### src/rtl/tdg_pkg.sv
`default_nettype none
package tdg_pkg;
	// ----------------------------------------
	// Register map
	// ----------------------------------------
	localparam logic [7:0] TDG_REG_DESC_BASE = 8'h00;
	localparam logic [7:0] TDG_REG_DONE_BASE = 8'h04;
	localparam logic [7:0] TDG_REG_CH_SEL = 8'h08;
	localparam logic [7:0] TDG_REG_CH_CFG = 8'h0C;
	localparam logic [7:0] TDG_REG_STATUS = 8'h10;
	localparam int TDG_CFG_ACTIVE_BIT = 0;
	localparam int TDG_CFG_DQS_BIT = 1;

	// ----------------------------------------
	// Descriptor layout
	// ----------------------------------------
	localparam int TDG_D1_EOF_BIT = 31;
	localparam int TDG_D1_CHAIN_BIT = 30;
	localparam int TDG_D1_BC_LSB = 16;
	localparam int TDG_D1_BC_W = 13;
	localparam int TDG_D3_PV_BIT = 16;
	localparam logic [1:0] TDG_WORD_ADDR = 2'h0;
	localparam logic [1:0] TDG_WORD_CTRL = 2'h1;
	localparam logic [1:0] TDG_WORD_CHAN = 2'h2;
	localparam logic [1:0] TDG_WORD_LINK = 2'h3;
	localparam logic [1:0] TDG_MAX_INTERNAL = 2'h2;

	// ----------------------------------------
	// Done status codes
	// ----------------------------------------
	localparam logic [2:0] TDG_ST_PKT_OK = 3'h0;
	localparam logic [2:0] TDG_ST_BUF_FIRST = 3'h1;
	localparam logic [2:0] TDG_ST_BUF_MID = 3'h2;
	localparam logic [2:0] TDG_ST_BUF_LAST = 3'h3;
	localparam logic [2:0] TDG_ST_DISABLED = 3'h4;
	localparam logic [2:0] TDG_ST_DESC_ERR = 3'h5;
	localparam logic [2:0] TDG_ST_ABORT = 3'h6;
	localparam logic [2:0] TDG_ST_UNDERFLOW = 3'h7;

	// ----------------------------------------
	// Types
	// ----------------------------------------
	typedef enum logic [2:0] {
		TDG_SEL = 3'h0,
		TDG_FETCH = 3'h1,
		TDG_CHECK = 3'h3,
		TDG_XMIT = 3'h2,
		TDG_POST = 3'h6,
		TDG_LINK_RD = 3'h7,
		TDG_LINK_WR = 3'h5
	} tdg_st_e;

	typedef struct packed {
		logic [2:0] status;
		logic channel_restart_request;
		logic urgent_flag;
		logic [7:0] chan;
		logic [15:0] ptr;
	} tdg_entry_s;

	typedef struct packed {
		logic req;
		logic we;
		logic [31:0] addr;
		logic [31:0] wdata;
	} tdg_mreq_s;

	typedef struct packed {
		logic ack;
		logic abort;
		logic [31:0] rdata;
	} tdg_mrsp_s;

	typedef struct packed {
		logic valid;
		logic [31:0] addr;
		logic [12:0] bcount;
		logic [7:0] chan;
	} tdg_xmit_s;

	typedef struct packed {
		logic [1:0] n;
		logic [15:0] cur;
		logic [15:0] first;
		logic [15:0] sec;
		logic [15:0] tail;
		logic [7:0] chan;
		logic chk;
		logic [7:0] sec_chan;
		logic sec_chk;
	} tdg_q_s;
endpackage
`default_nettype wire

### src/rtl/tdg_tx_dma.sv
// Implementation choices: the register offsets and the plain strobed port.
`timescale 1ns/100ps
`default_nettype none
module tdg_tx_dma
	import tdg_pkg::*;
#(
	parameter int N_CHAN = 256
)
(
	input wire logic core_clk_in,
	input wire logic reset_in,
	input wire logic [7:0] reg_addr_in,
	input wire logic [31:0] reg_wdata_in,
	input wire logic reg_wr_in,
	input wire logic reg_rd_in,
	output logic [31:0] reg_rdata_out,
	input wire logic pend_valid_in,
	input wire tdg_entry_s pend_entry_in,
	output logic pend_ready_out,
	output tdg_mreq_s mem_req_out,
	input wire tdg_mrsp_s mem_rsp_in,
	output tdg_xmit_s xmit_out,
	input wire logic xmit_done_in,
	input wire logic xmit_underflow_in
);
	// ----------------------------------------
	// Elaboration checks
	// ----------------------------------------
	// One flag per 8-bit channel code
	if (N_CHAN != 256) begin : g_chan_chk
		$error("channel flags must cover the 8-bit code");
	end

	// ----------------------------------------
	// State
	// ----------------------------------------
	typedef struct packed {
		tdg_st_e st;
		logic [31:0] desc_base;
		logic [31:0] done_base;
		logic [7:0] sel;
		logic [N_CHAN-1:0] act;
		logic [N_CHAN-1:0] dqs;
		tdg_q_s [1:0] q;
		logic cls;
		logic first_buf;
		logic [15:0] cur_ptr;
		logic [1:0] wi;
		logic [31:0] d1;
		logic [7:0] dch;
		logic [7:0] ch;
		logic [2:0] err;
		logic [15:0] done_idx;
		tdg_mreq_s mreq;
		tdg_xmit_s xm;
		logic [31:0] rdata;
	} tdg_core_s;

	tdg_core_s s_r;
	tdg_core_s s_nxt;
	logic eof;
	logic chain;
	logic [12:0] bc;
	logic busy;
	logic need_post;
	logic [2:0] ok_code;

	// ----------------------------------------
	// Descriptor addressing
	// ----------------------------------------
	function automatic logic [31:0] desc_addr(input logic [31:0] base,
			input logic [15:0] ptr, input logic [1:0] w);
		desc_addr = base + {12'h000, ptr, w, 2'b00};
	endfunction

	// ----------------------------------------
	// Decoded fields
	// ----------------------------------------
	// Control dword fields, queue busy flag and done post decision
	assign eof = s_r.d1[TDG_D1_EOF_BIT];
	assign chain = s_r.d1[TDG_D1_CHAIN_BIT];
	assign bc = s_r.d1[TDG_D1_BC_LSB +: TDG_D1_BC_W];
	assign busy = (s_r.q[0].n != 2'h0) || (s_r.q[1].n != 2'h0);
	assign need_post = (s_r.err != TDG_ST_PKT_OK) || s_r.dqs[s_r.ch]
		|| eof;

	// ----------------------------------------
	// Pending intake handshake
	// ----------------------------------------
	// Restart held while busy
	assign pend_ready_out = (s_r.st == TDG_SEL)
		&& !(pend_entry_in.channel_restart_request && busy);

	// ----------------------------------------
	// Done status
	// ----------------------------------------
	// Done select code
	always_comb begin
		if (!s_r.dqs[s_r.ch]) begin
			ok_code = TDG_ST_PKT_OK;
		end else if (eof) begin
			ok_code = TDG_ST_BUF_LAST;
		end else if (s_r.first_buf) begin
			ok_code = TDG_ST_BUF_FIRST;
		end else begin
			ok_code = TDG_ST_BUF_MID;
		end
	end

	// ----------------------------------------
	// Next state
	// ----------------------------------------
	always_comb begin
		s_nxt = s_r;
		s_nxt.rdata = 32'h0000_0000;
		if (reg_rd_in) begin
			unique case (reg_addr_in)
				TDG_REG_DESC_BASE: s_nxt.rdata = s_r.desc_base;
				TDG_REG_DONE_BASE: s_nxt.rdata = s_r.done_base;
				TDG_REG_CH_SEL: s_nxt.rdata = {24'h000000, s_r.sel};
				TDG_REG_CH_CFG: s_nxt.rdata = {30'h0000_0000,
					s_r.dqs[s_r.sel], s_r.act[s_r.sel]};
				TDG_REG_STATUS: s_nxt.rdata = {9'h000, s_r.st,
					s_r.q[1].n, s_r.q[0].n, s_r.done_idx};
				default: s_nxt.rdata = 32'h0000_0000;
			endcase
		end
		if (reg_wr_in) begin
			unique case (reg_addr_in)
				TDG_REG_DESC_BASE: s_nxt.desc_base = reg_wdata_in;
				TDG_REG_DONE_BASE: s_nxt.done_base = reg_wdata_in;
				TDG_REG_CH_SEL: s_nxt.sel = reg_wdata_in[7:0];
				TDG_REG_CH_CFG: begin
					s_nxt.act[s_r.sel] = reg_wdata_in[TDG_CFG_ACTIVE_BIT];
					s_nxt.dqs[s_r.sel] = reg_wdata_in[TDG_CFG_DQS_BIT];
				end
				default: begin
				end
			endcase
		end
		unique case (s_r.st)
			TDG_SEL: begin
				s_nxt.first_buf = 1'b1;
				s_nxt.err = TDG_ST_PKT_OK;
				if (pend_valid_in && pend_ready_out) begin
					if (pend_entry_in.channel_restart_request) begin
						s_nxt.act[pend_entry_in.chan] = 1'b1;
					end
					s_nxt.cls = pend_entry_in.urgent_flag;
					if (s_r.q[pend_entry_in.urgent_flag].n == 2'h0) begin
						s_nxt.q[pend_entry_in.urgent_flag].cur = pend_entry_in.ptr;
						s_nxt.q[pend_entry_in.urgent_flag].first =
							pend_entry_in.ptr;
						s_nxt.q[pend_entry_in.urgent_flag].tail = pend_entry_in.ptr;
						s_nxt.q[pend_entry_in.urgent_flag].chan = pend_entry_in.chan;
						s_nxt.q[pend_entry_in.urgent_flag].chk = 1'b1;
						s_nxt.q[pend_entry_in.urgent_flag].n = 2'h1;
					end else if (s_r.q[pend_entry_in.urgent_flag].n
							!= TDG_MAX_INTERNAL) begin
						s_nxt.q[pend_entry_in.urgent_flag].sec = pend_entry_in.ptr;
						s_nxt.q[pend_entry_in.urgent_flag].sec_chan =
							pend_entry_in.chan;
						s_nxt.q[pend_entry_in.urgent_flag].sec_chk = 1'b1;
						s_nxt.q[pend_entry_in.urgent_flag].tail = pend_entry_in.ptr;
						s_nxt.q[pend_entry_in.urgent_flag].n = TDG_MAX_INTERNAL;
					end else begin
						s_nxt.cur_ptr = pend_entry_in.ptr;
						s_nxt.mreq.req = 1'b1;
						s_nxt.mreq.we = 1'b1;
						s_nxt.mreq.addr = desc_addr(s_r.desc_base,
							s_r.q[pend_entry_in.urgent_flag].tail, TDG_WORD_LINK);
						s_nxt.mreq.wdata = {15'h0000, 1'b1, pend_entry_in.ptr};
						s_nxt.st = TDG_LINK_WR;
					end
				end else if (s_r.q[1].n != 2'h0 || s_r.q[0].n != 2'h0) begin
					s_nxt.cls = (s_r.q[1].n != 2'h0);
					s_nxt.cur_ptr = s_nxt.cls ? s_r.q[1].cur : s_r.q[0].cur;
					s_nxt.wi = TDG_WORD_ADDR;
					s_nxt.mreq.req = 1'b1;
					s_nxt.mreq.we = 1'b0;
					s_nxt.mreq.addr = desc_addr(s_r.desc_base, s_nxt.cur_ptr,
						TDG_WORD_ADDR);
					s_nxt.st = TDG_FETCH;
				end
			end
			TDG_LINK_WR: begin
				if (mem_rsp_in.ack) begin
					s_nxt.mreq.req = 1'b0;
					s_nxt.q[s_r.cls].tail = s_r.cur_ptr;
					s_nxt.st = TDG_SEL;
				end
			end
			TDG_FETCH: begin
				if (mem_rsp_in.ack) begin
					s_nxt.mreq.req = 1'b0;
					if (mem_rsp_in.abort) begin
						s_nxt.err = TDG_ST_ABORT;
						s_nxt.ch = s_r.q[s_r.cls].chan;
						s_nxt.act[s_r.q[s_r.cls].chan] = 1'b0;
						s_nxt.st = TDG_POST;
					end else begin
						unique case (s_r.wi)
							TDG_WORD_ADDR: s_nxt.xm.addr = mem_rsp_in.rdata;
							TDG_WORD_CTRL: s_nxt.d1 = mem_rsp_in.rdata;
							default: s_nxt.dch = mem_rsp_in.rdata[7:0];
						endcase
						if (s_r.wi == TDG_WORD_CHAN) begin
							s_nxt.st = TDG_CHECK;
						end else begin
							s_nxt.wi = s_r.wi + 2'h1;
							s_nxt.mreq.req = 1'b1;
							s_nxt.mreq.addr = desc_addr(s_r.desc_base,
								s_r.cur_ptr, s_nxt.wi);
						end
					end
				end
			end
			TDG_CHECK: begin
				s_nxt.ch = s_r.q[s_r.cls].chk ? s_r.q[s_r.cls].chan : s_r.dch;
				s_nxt.st = TDG_POST;
				if (!s_r.act[s_nxt.ch]) begin
					s_nxt.err = TDG_ST_DISABLED;
				end else if ((s_r.q[s_r.cls].chk
						&& s_r.q[s_r.cls].chan != s_r.dch)
						|| bc == 13'h0000) begin
					s_nxt.err = TDG_ST_DESC_ERR;
					s_nxt.act[s_nxt.ch] = 1'b0;
				end else begin
					s_nxt.xm.valid = 1'b1;
					s_nxt.xm.bcount = bc;
					s_nxt.xm.chan = s_nxt.ch;
					s_nxt.st = TDG_XMIT;
				end
			end
			TDG_XMIT: begin
				if (xmit_underflow_in) begin
					s_nxt.act[s_r.ch] = 1'b0;
					s_nxt.err = TDG_ST_UNDERFLOW;
					s_nxt.xm.valid = 1'b0;
					s_nxt.st = TDG_POST;
				end else if (xmit_done_in) begin
					s_nxt.xm.valid = 1'b0;
					s_nxt.st = TDG_POST;
				end
			end
			TDG_POST: begin
				if (need_post && !s_r.mreq.req) begin
					s_nxt.mreq.req = 1'b1;
					s_nxt.mreq.we = 1'b1;
					s_nxt.mreq.addr = s_r.done_base
						+ {14'h0000, s_r.done_idx, 2'b00};
					s_nxt.mreq.wdata = {3'h0,
						(s_r.err != TDG_ST_PKT_OK) ? s_r.err : ok_code,
						2'b00, s_r.ch, s_r.cur_ptr};
				end else if (!need_post || mem_rsp_in.ack) begin
					s_nxt.mreq.req = 1'b0;
					if (need_post) begin
						s_nxt.done_idx = s_r.done_idx + 16'h0001;
					end
					s_nxt.first_buf = 1'b0;
					if (s_r.err != TDG_ST_ABORT && !eof) begin
						s_nxt.cur_ptr = s_r.d1[15:0];
						s_nxt.q[s_r.cls].cur = s_r.d1[15:0];
						s_nxt.wi = TDG_WORD_ADDR;
						s_nxt.mreq.req = 1'b1;
						s_nxt.mreq.we = 1'b0;
						s_nxt.mreq.addr = desc_addr(s_r.desc_base,
							s_r.d1[15:0], TDG_WORD_ADDR);
						s_nxt.err = TDG_ST_PKT_OK;
						s_nxt.st = TDG_FETCH;
					end else if (s_r.err != TDG_ST_ABORT && chain) begin
						s_nxt.q[s_r.cls].cur = s_r.d1[15:0];
						s_nxt.st = TDG_SEL;
					end else if (s_r.q[s_r.cls].n == TDG_MAX_INTERNAL) begin
						s_nxt.q[s_r.cls].cur = s_r.q[s_r.cls].sec;
						s_nxt.q[s_r.cls].first = s_r.q[s_r.cls].sec;
						s_nxt.q[s_r.cls].chan = s_r.q[s_r.cls].sec_chan;
						s_nxt.q[s_r.cls].chk = s_r.q[s_r.cls].sec_chk;
						s_nxt.q[s_r.cls].n = 2'h1;
						s_nxt.mreq.req = 1'b1;
						s_nxt.mreq.we = 1'b0;
						s_nxt.mreq.addr = desc_addr(s_r.desc_base,
							s_r.q[s_r.cls].sec, TDG_WORD_LINK);
						s_nxt.st = TDG_LINK_RD;
					end else begin
						s_nxt.q[s_r.cls].n = 2'h0;
						s_nxt.st = TDG_SEL;
					end
				end
			end
			TDG_LINK_RD: begin
				if (mem_rsp_in.ack) begin
					s_nxt.mreq.req = 1'b0;
					if (!mem_rsp_in.abort
							&& mem_rsp_in.rdata[TDG_D3_PV_BIT]) begin
						s_nxt.q[s_r.cls].sec = mem_rsp_in.rdata[15:0];
						s_nxt.q[s_r.cls].sec_chk = 1'b0;
						s_nxt.q[s_r.cls].n = TDG_MAX_INTERNAL;
					end
					s_nxt.st = TDG_SEL;
				end
			end
			default: s_nxt.st = TDG_SEL;
		endcase
	end

	// ----------------------------------------
	// Registers
	// ----------------------------------------
	always_ff @(posedge core_clk_in) begin
		if (reset_in) begin
			s_r <= '0;
		end else begin
			s_r <= s_nxt;
		end
	end

	// ----------------------------------------
	// Outputs
	// ----------------------------------------
	assign reg_rdata_out = s_r.rdata;
	assign mem_req_out = s_r.mreq;
	assign xmit_out = s_r.xm;
endmodule // tdg_tx_dma
`default_nettype wire

### config.mk
export PLATFORM = sky130hd
export DESIGN_NAME = tdg_tx_dma
export DESIGN_NICKNAME = d
export VERILOG_FILES = /design/src/rtl/tdg_pkg.sv /design/src/rtl/tdg_tx_dma.sv
export SDC_FILE = /design/constraint.sdc
export NUM_CORES = 2
export LEC_CHECK = 0
export BUFFER_PORTS_ARGS = -buffer_cell sky130_fd_sc_hd__buf_2
export CAP_MARGIN = 0
export CORE_MARGIN = 2
export CORE_UTILIZATION = 35
export CTS_CLUSTER_SIZE = 28
export DETAILED_ROUTE_END_ITERATION = 7
export SLEW_MARGIN = 20
export SYNTH_ARGS = -nofsm -noshare
export SYNTH_HDL_FRONTEND = slang
export SYNTH_SLANG_ARGS = --single-unit
### constraint.sdc
create_clock -name core_clk_in -period 7.09 [get_ports core_clk_in]
set_clock_uncertainty 0.2 [all_clocks]
set_input_delay 0.3545 -clock core_clk_in [delete_from_list [all_inputs] [get_ports core_clk_in]]
set_output_delay 0.3545 -clock core_clk_in [all_outputs]
set_load 0.03 [all_outputs]
[Word level (Yosys, flattened, before mapping)]
Cells that the tools add are included.
Storage, ports and cells
  register bits after elaboration: 994
  bits in latches: 0
  RAM bits: 0
  memory bits (read-only): 0
  input bits: 110
  output and inout port bits: 153
  logic and storage cells: 368
  memories kept: 0
Operators by class
  add/subtract/negate cells: 8
  multiply operators: 0
  divide/modulo/power cells: 0
  $lt $le $gt $ge: 14
  equality and inequality tests: 46
  shift operators: 0
  muxes and demuxes: 180
  bitwise logic cells: 12
  reduce and logical (&&, ||, !) cells: 66
Operators with widths (number)
  168-bit bitwise mux: 22
  168-bit two-way mux: 11
  256-bit two-way mux: 7
  84-bit demux with 1-bit select: 17
  512-bit two-way mux: 2
  256-bit one-hot mux with 4 select lines: 1
  256-bit AND: 3
  256-bit NOT: 3
  168-bit one-hot mux with 4 select lines: 1
  256-bit bitwise mux: 2
  84-bit two-way mux: 6
  34-bit two-way mux: 8
  66-bit two-way mux: 4
  256-bit bitwise OR: 1
  32-bit two-way mux: 6
  82-bit two-way mux: 2
  32-bit by 20-bit adder with 32-bit output: 5
  32-bit one-hot mux with 5 select lines: 1
  53-bit two-way mux: 2
  50-bit two-way mux: 2
  32-bit one-hot mux with 3 select lines: 1
  16-bit two-way mux: 5
  18-bit two-way mux: 4
  3-bit two-way mux: 22
  other kinds (61): 188

[Depth between registers and ports, before layout]
  depth after elaboration: 15
  mapped depth: 19
  depth with buffers taken out: 17

[Worst setup path after synthesis]
OpenSTA, ideal clock, no wires.
  kind: flip-flop to flip-flop
  start: register s_r[238] (netlist name)
  end: register s_r (netlist bit mem_req_out[52])
  setup time: 0.132 ns
  arrival: 4.649 ns
  data required time: 6.758 ns
  path slack: 2.108 ns
  stages on the path, launching flop included: 20
  path buffers: 5
  clock period less this slack: 4.982 ns
  cell sequence: dfxtp_1 -> buf_4 -> buf_1 -> clkbuf_1 -> clkbuf_1 -> buf_1 -> mux2_2 -> ha_1 -> nor2b_1 -> o21ai_0 -> a21bo_2 -> a21oi_1 -> a221o_1 -> a21oi_1 -> nor3_1 -> a211oi_1 -> o22a_1 -> mux2i_1 -> a221oi_1 -> a21oi_1
Between the ends
  cells in the longest elaborated chain, start to end: 9
  elaborated cells between the ends (all ways): 12
  classes of those cells: add/sub (1); eq/ne (2); mux (8); reduce/logical (1)
Ends and longest elaborated chain
  start, declared: line tdg_tx_dma.sv:59  | tdg_core_s s_r;
  start signal, assigned: line tdg_tx_dma.sv:314  | s_r <= s_nxt;
  84-bit two-way mux (not written as such) * (2 in a row): line tdg_tx_dma.sv:283  | s_r.q[s_r.cls].sec, TDG_WORD_LINK);
  32-bit by 20-bit adder with 32-bit output: line tdg_tx_dma.sv:73  | desc_addr = base + {12'h000, ptr, w, 2'b00};
  34-bit two-way mux: line tdg_tx_dma.sv:274  | end else if (s_r.q[s_r.cls].n == TDG_MAX_INTERNAL) begin
  34-bit two-way mux: line tdg_tx_dma.sv:271  | end else if (s_r.err != TDG_ST_ABORT && chain) begin
  34-bit two-way mux: line tdg_tx_dma.sv:261  | if (s_r.err != TDG_ST_ABORT && !eof) begin
  53-bit two-way mux: line tdg_tx_dma.sv:255  | end else if (!need_post || mem_rsp_in.ack) begin
  34-bit two-way mux: line tdg_tx_dma.sv:247  | if (need_post && !s_r.mreq.req) begin
  32-bit one-hot mux with 3 select lines: line tdg_tx_dma.sv:141  | unique case (s_r.st)
Mark *: on every way between the ends. The rest lies on a longest branch, timed or not. The select of a mux whose other input is x is not followed.
A chain may end at the register's enable or synchronous reset.

[Final worst setup path]
  start: register s_r[238] (netlist name)
  end: register s_r[679] (netlist name)
Between the ends
  cells in the longest elaborated chain, start to end: 12
  elaborated cells between the ends (all ways): 27
  classes of those cells: order compare (4); eq/ne (1); mux (14); bitwise (4); reduce/logical (4)
Ends and longest elaborated chain
  84-bit two-way mux * (2 in a row)
  8-bit two-way mux: line tdg_tx_dma.sv:219  | s_nxt.ch = s_r.q[s_r.cls].chk ? s_r.q[s_r.cls].chan : s_r.dch;
  8-bit by 9-bit < comparator with 1-bit output (not written as such) / 8-bit by 1-bit >= comparator with 1-bit output (equally long branches): line tdg_tx_dma.sv:227  | s_nxt.act[s_nxt.ch] = 1'b0;
  1-bit logical AND (not written as such): line tdg_tx_dma.sv:227
  1-bit two-way mux (not written as such): line tdg_tx_dma.sv:227
  1-bit demux with 8-bit select: line tdg_tx_dma.sv:227
  256-bit NOT (no source line)
  256-bit AND (no source line)
  256-bit two-way mux: line tdg_tx_dma.sv:223  | end else if ((s_r.q[s_r.cls].chk
  256-bit two-way mux: line tdg_tx_dma.sv:221  | if (!s_r.act[s_nxt.ch]) begin
  256-bit one-hot mux with 4 select lines *: line tdg_tx_dma.sv:141
Marked as above.

==> results.yml <==
outcome:
  status: "complete, no violations"
min_path:
  min_path_type: "primary input to flip-flop"
critical_path:
  worstPathMaxFanout: 73
  cp.arrival_ns: 6.52
  crit_family: "compound AO/OA/AOI/OAI gates"
  cpMostUsedCell: "buf_12"
  start_kind: "flip-flop"
  path_cells: "inv_1, mux2i_4, buf_12, mux2_1, a21oi_1, o22ai_1, a221oi_1, o221ai_1, a22oi_4, a211oi_4, buf_12, a311oi_1, a21o_1"
  cp_slowest_stage_delay_ns: 0.77
  cp.required_ns: 7.63
  worstSetupPathType: "flip-flop to flip-flop"
  slowest_stage: "a221oi_1"
  critPathBufInv: 3
  endpoint_kind: "flip-flop"
power_and_ir_drop:
  vdd_drop_max_uv: 221.5
  pwr_density_cell_nw_per_um2: 234.8
  power_uw: 17420
  leakage_uw: 0.02540
grt:
  busiest_layer: "met2"
  use_met2: 0.4529
  antenna_found_initial: 21
  grtUsageMet1: 0.4091
  grt_max_degree: 195
  overflow: 0
  met3_usage: 0.09874
  track_usage: 0.3140
  grt_pass1_vias: 65700
  grt_first_pass_wirelength_mm: 456.8
clocking:
  clk_path_buf_depth: 3
  insertion_delay_ns: 0.80
  clkTransAtPathRegs_ns: 0.07
  ctsHtreeMaxLevel: 3
  cts.sinks: 956
  cts_tree: "done"
  root_buffer: "clkbuf_16"
  numCtsBuffers: 111
  cts_resized: 0
placement:
  gp_congestion: 1.014
  port_buffers: 254
  placed_cells: 10640
  dpl.hpwl_mm: 208.5
yosys:
  yosysSeqAreaShare: 0.2863
  ys_async_sr_fraction: 0
  ys_ff_latch: 956
  synthFlopType: "dfxtp_1"
  ys_warn_count: 0
  syn_avg_cell_area_um2: 7.745
  yosysUniqueCellTypes: 96
  netlist_area_um2: 66850
  synth_cells: 8631
  synth_edf_count: 0
detailed_routing:
  first_iter_violations: 11130
  dr.pass1.iters: 8
  drc: 0
  antenna_left: 0
  wl_per_cell_um: 29.23
  num_vias: 72450
  viasPerCell: 6.612
  routed_wl_mm: 320.3
die:
  die_y_um: 441.0
  pin_count: 263
  core_um2: 190000
  fp-row-count: 160
  die_w_um: 441.0
  die_area_um2: 194500
  initial_core_util: 0.3519
layout:
  final_util: 0.3904
  drive_gt1_frac: 0.1326
  synthToLayoutAreaGrowth_pct: 10.95
  fin_cells: 10960
  nNetsFinal: 8556
sta:
  tightestPinTransition_ns: 1.329
  slew_headroom: 0.1096
  slew_violations: 0
  rsz0062_at_grt: "false"
  max_freq_mhz: 167.3
  setup_tns_ns: 0
  period_share: 0.8431
  setup_viol: 0
  fin_crit_ns: 5.978
  hold_violations: 0
run:
  max-cap-violations: 0
Yosys cell counts, drive strengths merged (103+ instances only):
| master | n | share of area |
|---|---|---|
| nand2 | 1038 | 0.058 |
| nand3 | 203 | 0.015 |
| mux2i | 464 | 0.070 |
| a311oi | 156 | 0.020 |
| mux2 | 123 | 0.021 |
| a21o | 119 | 0.013 |
| dfxtp | 956 | 0.29 |
| nor2 | 1017 | 0.057 |
| buf | 329 | 0.030 |
| a2bb2oi | 115 | 0.015 |
| mux4 | 206 | 0.069 |
| a21oi | 1040 | 0.078 |
| a22oi | 155 | 0.018 |
| clkbuf | 638 | 0.036 |
| ha | 103 | 0.019 |
| nor3 | 347 | 0.026 |
| o21ai | 465 | 0.035 |
cells in the final DEF (no fill, tap or decap), types with 96 or more instances in the layout:
master	instances
a21o_1	119
a21oi_1	1037
a22oi_1	154
a2bb2oi_1	115
a311oi_1	156
a31oi_1	101
buf_2	251
buf_4	186
clkbuf_16	117
dfxtp_1	946
dlygate4sd3_1	96
ha_1	103
mux2_2	109
mux2i_1	461
mux4_2	206
nand2_1	1029
nand3_1	196
nor2_1	962
nor3_1	330
o21ai_0	460
routing by layer:
layer	part of all wire	vias to the layer above
met4	0.069	10
met1	0.39	35100
met5	0.00019	-
met2	0.41	5330
li1	-	30860
met3	0.13	1150
path summary, 6_finish.rpt:
| path | startpoint | end | slack, ns | cells past startpoint |
|---|---|---|---|---|
| setup reg to reg | s_r[238]$_SDFFE_PP0P_ | s_r[679]$_SDFF_PP0_ | 1.11 | 13 |
| hold / removal | xmit_underflow_in | xmit_out[53]$_SDFFE_PP0P_ | 0.05 | 4 |
| hold reg to reg | flip-flop | flip-flop | 0.25 | 2 |
| setup / recovery | s_r[238]$_SDFFE_PP0P_ | s_r[679]$_SDFF_PP0_ | 1.11 | 13 |
power breakdown:
part           switching [uW]  internal [uW]
logic                    3700           1500
registers                 322           5560
clock network            2640           3690
total                    6670          10700
stage by stage:
stage	instance area, um^2	hold slack [ns]	setup WS, ns
global placement	69070	0.2279	1.548
CTS	73980	0.01270	1.454
global route	74150	0.05106	1.217
detailed placement	69100	0.2389	1.496
floorplan	66860	0.2196	2.108
finish	74170	0.05259	1.112
kinds of logic (layout without fill, tap and decap cells):
family / Yosys count / in the layout / synth area share
flip-flops: 956 / 956 / 0.2863
AO/OA/AOI/OAI: 2697 / 2697 / 0.2597
buffers and inverters: 1016 / 813 / 0.06837
multiplexers: 793 / 793 / 0.1600
other: 1 / 19 / 0.00005610
adder cells (fa/ha/maj): 107 / 107 / 0.02048
AND/OR/NAND/NOR: 2943 / 2943 / 0.1897
XOR/XNOR: 118 / 118 / 0.01546
layout make-up:
cell class                      count  area [um^2]
Sequential cell                   956        19170
Tap cell                         2511         3142
Clock buffer                      155         3241
Antenna cell                       14        35.03
Clock inverter                     51        673.1
Timing Repair Buffer              558         4105
Multi-Input combinational cell   6663        43620
Fill cell                       19220       115800
Inverter                           49        185.2
timing repair:
item / CTS / global route
setup buffers: 0 / 0
endpoints found under the hold margin: 439 / 0
hold buffers: 96 / 0
worst register-to-register path, cell delays in order, from the launching register on:
cell      delay [ns]
dfxtp_2         0.45
inv_1           0.58
mux2i_4         0.48
buf_12          0.37
mux2_1          0.61
a21oi_1         0.27
o22ai_1         0.14
a221oi_1        0.77
o221ai_1        0.50
a22oi_4         0.51
a211oi_4        0.13
buf_12          0.20
a311oi_1        0.61
a21o_1          0.12
Power figures use the tool's default switching activity.
